`src/core/gpport_pkg.sv`:
```
package gpport_pkg;
	localparam int unsigned PIN_COUNT = 6;
	localparam int unsigned INPUT_ONLY_PIN = 3;
	localparam logic [11:0] DIR_OFF = 12'h000;
	localparam logic [11:0] LEVEL_OFF = 12'h004;
	localparam logic [11:0] LATCH_OFF = 12'h008;
	localparam logic [11:0] ANALOG_OFF = 12'h00c;
	localparam logic [11:0] THRESH_OFF = 12'h010;
	localparam logic [11:0] OPEN_DRAIN_OFF = 12'h014;
	localparam logic [11:0] SLEW_OFF = 12'h018;
	localparam logic [11:0] PERIPH_OFF = 12'h01c;
	localparam logic [5:0] DIR_RESET = 6'h3f;
	localparam logic [5:0] LATCH_RESET = 6'h00;
	localparam logic [5:0] ANALOG_RESET = 6'h3f;
	localparam logic [5:0] THRESH_RESET = 6'h00;
	localparam logic [5:0] OPEN_DRAIN_RESET = 6'h00;
	localparam logic [5:0] SLEW_RESET = 6'h3f;
	localparam logic [5:0] PERIPH_RESET = 6'h00;
	localparam int unsigned APB_WAIT_CYCLES = 0;
endpackage

```
`src/core/gpport_top.sv`:
```
// Design decisions made here: register access over APB and the register offsets.
module gpport_top #(
	parameter int unsigned PINS = gpport_pkg::PIN_COUNT
) (
	input wire logic sys_clk,
	input wire logic rst_n,
	input wire logic psel,
	input wire logic penable,
	input wire logic pwrite,
	input wire logic [11:0] paddr,
	input wire logic [31:0] pwdata,
	output logic [31:0] prdata,
	output logic pready,
	output logic pslverr,
	input wire logic [PINS-1:0] pin_in,
	output logic [PINS-1:0] pin_out,
	output logic [PINS-1:0] pin_oe,
	output logic [PINS-1:0] pin_slew_limit,
	output logic [PINS-1:0] pin_schmitt_sel,
	output logic [PINS-1:0] pin_input_buf_en,
	input wire logic [PINS-1:0] periph_out,
	output logic [PINS-1:0] pin_digital_in
);
	initial begin
		if (PINS != gpport_pkg::PIN_COUNT) begin
			$error("gpport_top serves six pins only");
		end
	end

	localparam logic [PINS-1:0] ONLY_IN = PINS'(1) << gpport_pkg::INPUT_ONLY_PIN;

	logic [PINS-1:0] pin_direction_q, pin_direction_d;
	logic [PINS-1:0] output_latch_q, output_latch_d;
	logic [PINS-1:0] analog_input_select_q, analog_input_select_d;
	logic [PINS-1:0] input_threshold_select_q, input_threshold_select_d;
	logic [PINS-1:0] open_drain_select_q, open_drain_select_d;
	logic [PINS-1:0] slew_limit_select_q, slew_limit_select_d;
	logic [PINS-1:0] periph_enable_q, periph_enable_d;
	logic [PINS-1:0] sync1_q, sync2_q;
	logic [PINS-1:0] pin_level;
	logic [PINS-1:0] out_value;
	logic [31:0] prdata_d;
	logic wr_en;
	logic rd_en;
	logic hit;

	// The first stage feeds only the second, so metastability never reaches logic.
	always_ff @(posedge sys_clk) begin
		if (!rst_n) begin
			sync1_q <= '0;
			sync2_q <= '0;
		end else begin
			sync1_q <= pin_in;
			sync2_q <= sync1_q;
		end
	end

	// The pad applies the chosen threshold; here it only steers the buffer.
	assign pin_schmitt_sel = input_threshold_select_q;
	assign pin_input_buf_en = ~analog_input_select_q;
	assign pin_level = sync2_q & ~analog_input_select_q;
	assign pin_digital_in = pin_level;
	assign pin_slew_limit = slew_limit_select_q;

	// Analog select is absent here on purpose: it must not touch the drive.
	always_comb begin
		out_value = output_latch_q;
		for (int i = 0; i < PINS; i++) begin
			if (periph_enable_q[i]) begin
				out_value[i] = periph_out[i];
			end
		end
		pin_oe = '0;
		for (int i = 0; i < PINS; i++) begin
			if (ONLY_IN[i] || pin_direction_q[i]) begin
				pin_oe[i] = 1'b0;
			end else if (open_drain_select_q[i]) begin
				pin_oe[i] = ~out_value[i];
			end else begin
				pin_oe[i] = 1'b1;
			end
		end
		pin_out = out_value & ~open_drain_select_q;
	end

	assign wr_en = psel && penable && pwrite;
	assign rd_en = psel && !penable && !pwrite;
	assign pready = 1'b1;

	always_comb begin
		hit = 1'b1;
		if (paddr == gpport_pkg::DIR_OFF) begin
		end else if (paddr == gpport_pkg::LEVEL_OFF) begin
		end else if (paddr == gpport_pkg::LATCH_OFF) begin
		end else if (paddr == gpport_pkg::ANALOG_OFF) begin
		end else if (paddr == gpport_pkg::THRESH_OFF) begin
		end else if (paddr == gpport_pkg::OPEN_DRAIN_OFF) begin
		end else if (paddr == gpport_pkg::SLEW_OFF) begin
		end else if (paddr == gpport_pkg::PERIPH_OFF) begin
		end else begin
			hit = 1'b0;
		end
	end
	assign pslverr = psel && penable && !hit;

	always_comb begin
		pin_direction_d = pin_direction_q;
		output_latch_d = output_latch_q;
		analog_input_select_d = analog_input_select_q;
		input_threshold_select_d = input_threshold_select_q;
		open_drain_select_d = open_drain_select_q;
		slew_limit_select_d = slew_limit_select_q;
		periph_enable_d = periph_enable_q;
		if (wr_en) begin
			if (paddr == gpport_pkg::DIR_OFF) begin
				pin_direction_d = pwdata[PINS-1:0] | ONLY_IN;
			end else if (paddr == gpport_pkg::LEVEL_OFF) begin
				// The whole word replaces the latch, like a byte-wide store after its read.
				output_latch_d = pwdata[PINS-1:0];
			end else if (paddr == gpport_pkg::LATCH_OFF) begin
				output_latch_d = pwdata[PINS-1:0];
			end else if (paddr == gpport_pkg::ANALOG_OFF) begin
				analog_input_select_d = pwdata[PINS-1:0];
			end else if (paddr == gpport_pkg::THRESH_OFF) begin
				input_threshold_select_d = pwdata[PINS-1:0];
			end else if (paddr == gpport_pkg::OPEN_DRAIN_OFF) begin
				open_drain_select_d = pwdata[PINS-1:0];
			end else if (paddr == gpport_pkg::SLEW_OFF) begin
				slew_limit_select_d = pwdata[PINS-1:0];
			end else if (paddr == gpport_pkg::PERIPH_OFF) begin
				periph_enable_d = pwdata[PINS-1:0];
			end
		end
	end

	always_comb begin
		prdata_d = prdata;
		if (rd_en) begin
			prdata_d = '0;
			if (paddr == gpport_pkg::DIR_OFF) begin
				prdata_d[PINS-1:0] = pin_direction_q | ONLY_IN;
			end else if (paddr == gpport_pkg::LEVEL_OFF) begin
				prdata_d[PINS-1:0] = pin_level;
			end else if (paddr == gpport_pkg::LATCH_OFF) begin
				prdata_d[PINS-1:0] = output_latch_q;
			end else if (paddr == gpport_pkg::ANALOG_OFF) begin
				prdata_d[PINS-1:0] = analog_input_select_q;
			end else if (paddr == gpport_pkg::THRESH_OFF) begin
				prdata_d[PINS-1:0] = input_threshold_select_q;
			end else if (paddr == gpport_pkg::OPEN_DRAIN_OFF) begin
				prdata_d[PINS-1:0] = open_drain_select_q;
			end else if (paddr == gpport_pkg::SLEW_OFF) begin
				prdata_d[PINS-1:0] = slew_limit_select_q;
			end else if (paddr == gpport_pkg::PERIPH_OFF) begin
				prdata_d[PINS-1:0] = periph_enable_q;
			end
		end
	end

	always_ff @(posedge sys_clk) begin
		if (!rst_n) begin
			pin_direction_q <= gpport_pkg::DIR_RESET;
			output_latch_q <= gpport_pkg::LATCH_RESET;
			analog_input_select_q <= gpport_pkg::ANALOG_RESET;
			input_threshold_select_q <= gpport_pkg::THRESH_RESET;
			open_drain_select_q <= gpport_pkg::OPEN_DRAIN_RESET;
			slew_limit_select_q <= gpport_pkg::SLEW_RESET;
			periph_enable_q <= gpport_pkg::PERIPH_RESET;
			prdata <= '0;
		end else begin
			pin_direction_q <= pin_direction_d;
			output_latch_q <= output_latch_d;
			analog_input_select_q <= analog_input_select_d;
			input_threshold_select_q <= input_threshold_select_d;
			open_drain_select_q <= open_drain_select_d;
			slew_limit_select_q <= slew_limit_select_d;
			periph_enable_q <= periph_enable_d;
			prdata <= prdata_d;
		end
	end

	a_only_in_float: assert property (@(posedge sys_clk) disable iff (!rst_n)
		!pin_oe[gpport_pkg::INPUT_ONLY_PIN])
		else $error("input-only pin driven");
	a_dir_off_drv: assert property (@(posedge sys_clk) disable iff (!rst_n)
		(wr_en && paddr == gpport_pkg::DIR_OFF && pwdata[0]) |=> !pin_oe[0])
		else $error("input direction still drives");
	a_out_drive_val: assert property (@(posedge sys_clk) disable iff (!rst_n)
		(!pin_direction_q[0] && !open_drain_select_q[0] && !periph_enable_q[0])
		|-> (pin_oe[0] && pin_out[0] == output_latch_q[0]))
		else $error("output pin not driving latch");
	a_level_write_latch: assert property (@(posedge sys_clk) disable iff (!rst_n)
		(wr_en && paddr == gpport_pkg::LEVEL_OFF)
		|=> output_latch_q == $past(pwdata[PINS-1:0]))
		else $error("pin-level write missed latch");
	a_latch_write_same: assert property (@(posedge sys_clk) disable iff (!rst_n)
		(wr_en && paddr == gpport_pkg::LATCH_OFF)
		|=> output_latch_q == $past(pwdata[PINS-1:0]))
		else $error("latch write wrong");
	a_analog_reads_zero: assert property (@(posedge sys_clk) disable iff (!rst_n)
		(rd_en && paddr == gpport_pkg::LEVEL_OFF)
		|=> (prdata[PINS-1:0] & analog_input_select_q) == '0)
		else $error("analog pin read nonzero");
	a_latch_readback: assert property (@(posedge sys_clk) disable iff (!rst_n)
		(rd_en && paddr == gpport_pkg::LATCH_OFF)
		|=> prdata[PINS-1:0] == $past(output_latch_q))
		else $error("latch read wrong");
	a_open_drain_sink: assert property (@(posedge sys_clk) disable iff (!rst_n)
		open_drain_select_q[0] |-> (!pin_out[0] && !(pin_oe[0] && out_value[0])))
		else $error("open-drain sourced current");
	a_pin_sync_delay: assert property (@(posedge sys_clk) disable iff (!rst_n)
		##2 (pin_level == ($past(pin_in, 2) & ~analog_input_select_q)))
		else $error("pin sync latency wrong");

	// A push-pull output pin must drive whenever its direction bit is clear.
	a_dir_on_drv: assert property (@(posedge sys_clk) disable iff (!rst_n)
		(!pin_direction_q[1] && !open_drain_select_q[1]) |-> pin_oe[1])
		else $error("output direction not driving");

	a_dir_reads_one: assert property (@(posedge sys_clk) disable iff (!rst_n)
		(rd_en && paddr == gpport_pkg::DIR_OFF) |=> prdata[gpport_pkg::INPUT_ONLY_PIN])
		else $error("input-only direction read zero");

	a_level_read_pins: assert property (@(posedge sys_clk) disable iff (!rst_n)
		(rd_en && paddr == gpport_pkg::LEVEL_OFF) |=> prdata[PINS-1:0] == $past(pin_level))
		else $error("pin-level read not pins");

	a_upper_read_zero: assert property (@(posedge sys_clk) disable iff (!rst_n)
		rd_en |=> prdata[31:PINS] == '0)
		else $error("unused read bits set");

	a_analog_no_buf: assert property (@(posedge sys_clk) disable iff (!rst_n)
		(wr_en && paddr == gpport_pkg::ANALOG_OFF)
		|=> pin_input_buf_en == ~$past(pwdata[PINS-1:0]))
		else $error("analog select left buffer on");

	a_slew_follows: assert property (@(posedge sys_clk) disable iff (!rst_n)
		(wr_en && paddr == gpport_pkg::SLEW_OFF)
		|=> pin_slew_limit == $past(pwdata[PINS-1:0]))
		else $error("slew limit not applied");

	a_thresh_follows: assert property (@(posedge sys_clk) disable iff (!rst_n)
		(wr_en && paddr == gpport_pkg::THRESH_OFF)
		|=> pin_schmitt_sel == $past(pwdata[PINS-1:0]))
		else $error("threshold select not applied");

	// The peripheral value must win over the latch while it owns the pin.
	a_periph_drive: assert property (@(posedge sys_clk) disable iff (!rst_n)
		(periph_enable_q[0] && !open_drain_select_q[0]) |-> pin_out[0] == periph_out[0])
		else $error("peripheral not driving pin");

	a_analog_keeps_drive: assert property (@(posedge sys_clk) disable iff (!rst_n)
		(analog_input_select_q[1] && !pin_direction_q[1] && !periph_enable_q[1]
		&& !open_drain_select_q[1]) |-> (pin_oe[1] && pin_out[1] == output_latch_q[1]))
		else $error("analog select stopped drive");

	a_od_release: assert property (@(posedge sys_clk) disable iff (!rst_n)
		(open_drain_select_q[2] && !pin_direction_q[2] && !periph_enable_q[2]
		&& output_latch_q[2]) |-> !pin_oe[2])
		else $error("open-drain high still driven");

	// Checked without disable so that the value left by reset itself is seen.
	a_reset_analog: assert property (@(posedge sys_clk)
		$rose(rst_n) |-> analog_input_select_q == gpport_pkg::ANALOG_RESET)
		else $error("reset left pins digital");

	a_reset_latch_src: assert property (@(posedge sys_clk)
		$rose(rst_n) |-> periph_enable_q == gpport_pkg::PERIPH_RESET)
		else $error("reset left peripheral drive");

	a_write_one_edge: assert property (@(posedge sys_clk) disable iff (!rst_n)
		!wr_en |=> ($stable(pin_direction_q) && $stable(output_latch_q)
		&& $stable(analog_input_select_q)))
		else $error("register changed without write");

	a_unmapped_ignored: assert property (@(posedge sys_clk) disable iff (!rst_n)
		(wr_en && !hit) |=> ($stable(output_latch_q) && $stable(pin_direction_q)))
		else $error("unmapped write changed state");
endmodule

```
`config.mk`:
```
export PLATFORM = sky130hd
export DESIGN_NAME = gpport_top
export DESIGN_NICKNAME = d
export VERILOG_FILES = /design/src/core/gpport_pkg.sv /design/src/core/gpport_top.sv
export SDC_FILE = /design/constraint.sdc
export NUM_CORES = 1
export LEC_CHECK = 0
export BUFFER_PORTS_ARGS = -buffer_cell sky130_fd_sc_hd__buf_2
export CAP_MARGIN = 10
export CORE_AREA = 4 4 81 83
export CTS_BUF_LIST = sky130_fd_sc_hd__clkbuf_8
export CTS_CLUSTER_DIAMETER = 150
export DETAILED_ROUTE_END_ITERATION = 6
export DIE_AREA = 0 0 85 87
export PLACE_DENSITY = 0.86
export SETUP_SLACK_MARGIN = 0.5
export SLEW_MARGIN = 20
export SYNTH_ARGS = -nofsm -noshare
export SYNTH_HDL_FRONTEND = slang
export SYNTH_SLANG_ARGS = --single-unit
export TNS_END_PERCENT = 50
```
`constraint.sdc`:
```
create_clock -name sys_clk -period 3.3 [get_ports sys_clk]
set_input_delay 0.33 -clock sys_clk [delete_from_list [all_inputs] [get_ports sys_clk]]
set_output_delay 0.33 -clock sys_clk [all_outputs]
set_load 0.02 [all_outputs]
```
==> flow_summary.json <==
{
  "rsz0062_at_grt": "false",
  "wirelength_um": 7650,
  "ys_ff_latch": 59,
  "cts_resized": 0,
  "cpMaxStageDelayCell": "or3_1",
  "vdd_drop_max_uv": 285,
  "cp.required_ps": 3550,
  "drive_gt1_share_pct": 24.3,
  "mostFrequentLayoutCell": "buf_2",
  "cts_setup_buffers": 0,
  "p_per_area_nw_per_um2": 438,
  "syn-cell-area_um2": 3010,
  "die-area_um2": 7400,
  "status": "finished, final reports clean",
  "setup_slack_ps": 1510,
  "layout_common_cells": "buf_2 (76), dfxtp_1 (59), mux2i_1 (51)",
  "start_util_pct": 51.4,
  "pre_cts_ws_ps": 1260,
  "clk_pin_slew_ps": 70,
  "place_area_um2": 3290,
  "cp-startpoint": "paddr[4]",
  "ys_seq_area_share_pct": 39.3,
  "p_int_uw": 1160,
  "slew_headroom_pct": 53.0,
  "grtUsageMet3_pct": 5.96,
  "power_frac_seq_pct": 47.0,
  "die_w_um": 85,
  "grt_max_degree": 45,
  "gr-max-usage-layer": "met2",
  "grt_use_met1_pct": 25.1,
  "core.rowCount": 28,
  "finalHoldViolCount": 0,
  "antenna_found_initial": 0,
  "setup_violations": 0,
  "portBuffers": 76,
  "worst_pin_slew_ps": 704,
  "place_congestion": 0.939,
  "finalCritPeriodShare_pct": 54.1,
  "hpwl_um": 5670,
  "p_sw_uw": 370,
  "cts.sinks": 59,
  "io_pins": 131,
  "insertion_delay_ps": 330,
  "power_frac_comb_pct": 8.3,
  "slew_viol_final": 0,
  "crit_path_end_kind": "register",
  "first_global_vias": 2433,
  "critPathMaxStageDelay_ps": 560,
  "coreArea_um2": 5850,
  "fin_area_um2": 3500,
  "cp.arrival_ps": 2030,
  "ant_nets": 0,
  "finalNetCount": 476,
  "path_cells": "buf_2, and4_1, nand4_1, or3_1, mux2i_1",
  "fmax_mhz": 560,
  "period_minus_slack_ps": 1790,
  "dr.pass1.iters": 4,
  "clock_skew_ps": 6.72,
  "hold_slack_ps": 190,
  "holdBufCountCts": 0,
  "path_max_fanout": 22,
  "n_antenna_cell": 0,
  "cts_root_buffer": "clkbuf_8",
  "grt_pass1_wl_um": 11800,
  "r2r_start": "analog_input_select_q[1]",
  "drc": 0,
  "syn-mean-instance-area_um2": 8.62,
  "worst-setup-path-type": "in2reg",
  "tritoncts": "done",
  "fin_util_pct": 59.9,
  "syn_inst": 349,
  "hp-class": "in2reg",
  "use_met2_pct": 33.8,
  "synth.distinct_cells": 40,
  "r2r_cells": 4,
  "yosysWarningCount": 0,
  "cts.htree.levels": 3,
  "cts_buffers": 9,
  "fin_tns_setup_ps": 0,
  "rr_endpoint": "prdata[1]",
  "wl_per_cell_um": 15.4,
  "p_clk_share_pct": 44.7,
  "grtUsageTotal_pct": 20.6,
  "area_growth_pct": 16.4,
  "maxCapViolCount": 0,
  "reg2reg_slack_ps": 1990,
  "drt_iter0_markers": 261,
  "clockBufferDepth": 2,
  "sw_frac_of_total_pct": 24.1,
  "vias": 2631,
  "leakage_uw": 0.00171,
  "endpoint": "pin_schmitt_sel[3]",
  "die_h_um": 87,
  "start_kind": "input pin",
  "viasPerCell": 5.32,
  "overflow": 0
}
## layout make-up
cell class                      count  area [um^2]
Sequential cell                    59         1180
Timing Repair Buffer               76          380
Clock buffer                       12          165
Inverter                           12         45.0
Fill cell                         508         2350
Clock inverter                      4         47.5
Multi-Input combinational cell    257         1590
Tap cell                           75         93.8
## registers in the layout, indices dropped and copies added, names as in the netlist
register               count
analog_input_select_q      6
open_drain_select_q        6
output_latch_q             6
periph_enable_q            6
pin_schmitt_sel            6
pin_slew_limit             6
prdata                     6
sync1_q                    6
sync2_q                    6
pin_direction_q            5
## cell usage after synthesis, drive strengths merged
cell | n | area share, %
a2111o | 1 | 0.37
a21oi | 1 | 0.17
a221oi | 1 | 0.29
a22o | 1 | 0.29
a22oi | 4 | 1.0
a31oi | 1 | 0.21
and2 | 13 | 2.7
and3 | 6 | 1.2
and4 | 1 | 0.29
buf | 36 | 8.3
clkbuf | 11 | 1.4
conb | 2 | 0.25
dfxtp | 59 | 39
inv | 12 | 1.5
mux2 | 1 | 0.37
mux2i | 51 | 17
mux4 | 1 | 0.75
nand2 | 43 | 5.4
nand2b | 4 | 0.83
nand3 | 7 | 1.5
nand4 | 2 | 0.42
nor2 | 47 | 6.0
nor2b | 14 | 2.9
nor3 | 1 | 0.17
nor3b | 1 | 0.25
nor4 | 2 | 1.4
o211ai | 2 | 0.50
o21ai | 9 | 1.5
o22ai | 5 | 1.0
o2bb2ai | 2 | 0.58
o31ai | 1 | 0.25
o32ai | 1 | 0.29
o41ai | 3 | 0.87
or3 | 3 | 0.79
## metal layers
layer / part of all wire [%] / wire length (um)
met1: 40 / 3080
met2: 47 / 3600
met3: 9.8 / 748
met4: 2.9 / 221
met5: 0 / 0
## cell families after synthesis
logic type	count (synthesis)	synth area share, %
simple gates	144	23.9
flops	59	39.3
buf+inv	59	11.1
mux	53	18.1
compound gates	32	7.36
other cells	2	0.250
## stage by stage
step / total power, uW / instances
floorplan: 850 / 375
global placement: 858 / 479
detailed placement: 861 / 479
CTS: 1550 / 495
global route: 1590 / 495
finish: 1530 / 495
## power groups by stage
stage	clock network, uW	registers (uW)	logic, uW
after floorplan	0	736	115
after global placement	0	736	122
after detailed placement	0	737	124
after CTS	702	721	125
after global routing	725	721	139
final	685	721	127
## worst max-delay path, delay by kind of cell
family                 cells  cell delay [ps]
buffers and inverters      1              370
muxes                      1              280
and+or+nand+nor            3             1040
## worst min path at each step
stage / start / depth (start not counted) / slack [ps] / to
finish: pin_in[5] / 2 / 190 / sync1_q[5]
global route: pin_in[4] / 2 / 180 / sync1_q[4]
CTS: pin_in[5] / 2 / 170 / sync1_q[5]
detailed placement: sync1_q[0] / 1 / 420 / sync2_q[0]
global placement: sync1_q[1] / 1 / 410 / sync2_q[1]
floorplan: sync1_q[0] / 1 / 410 / sync2_q[0]
Power figures use the tool's default switching activity.
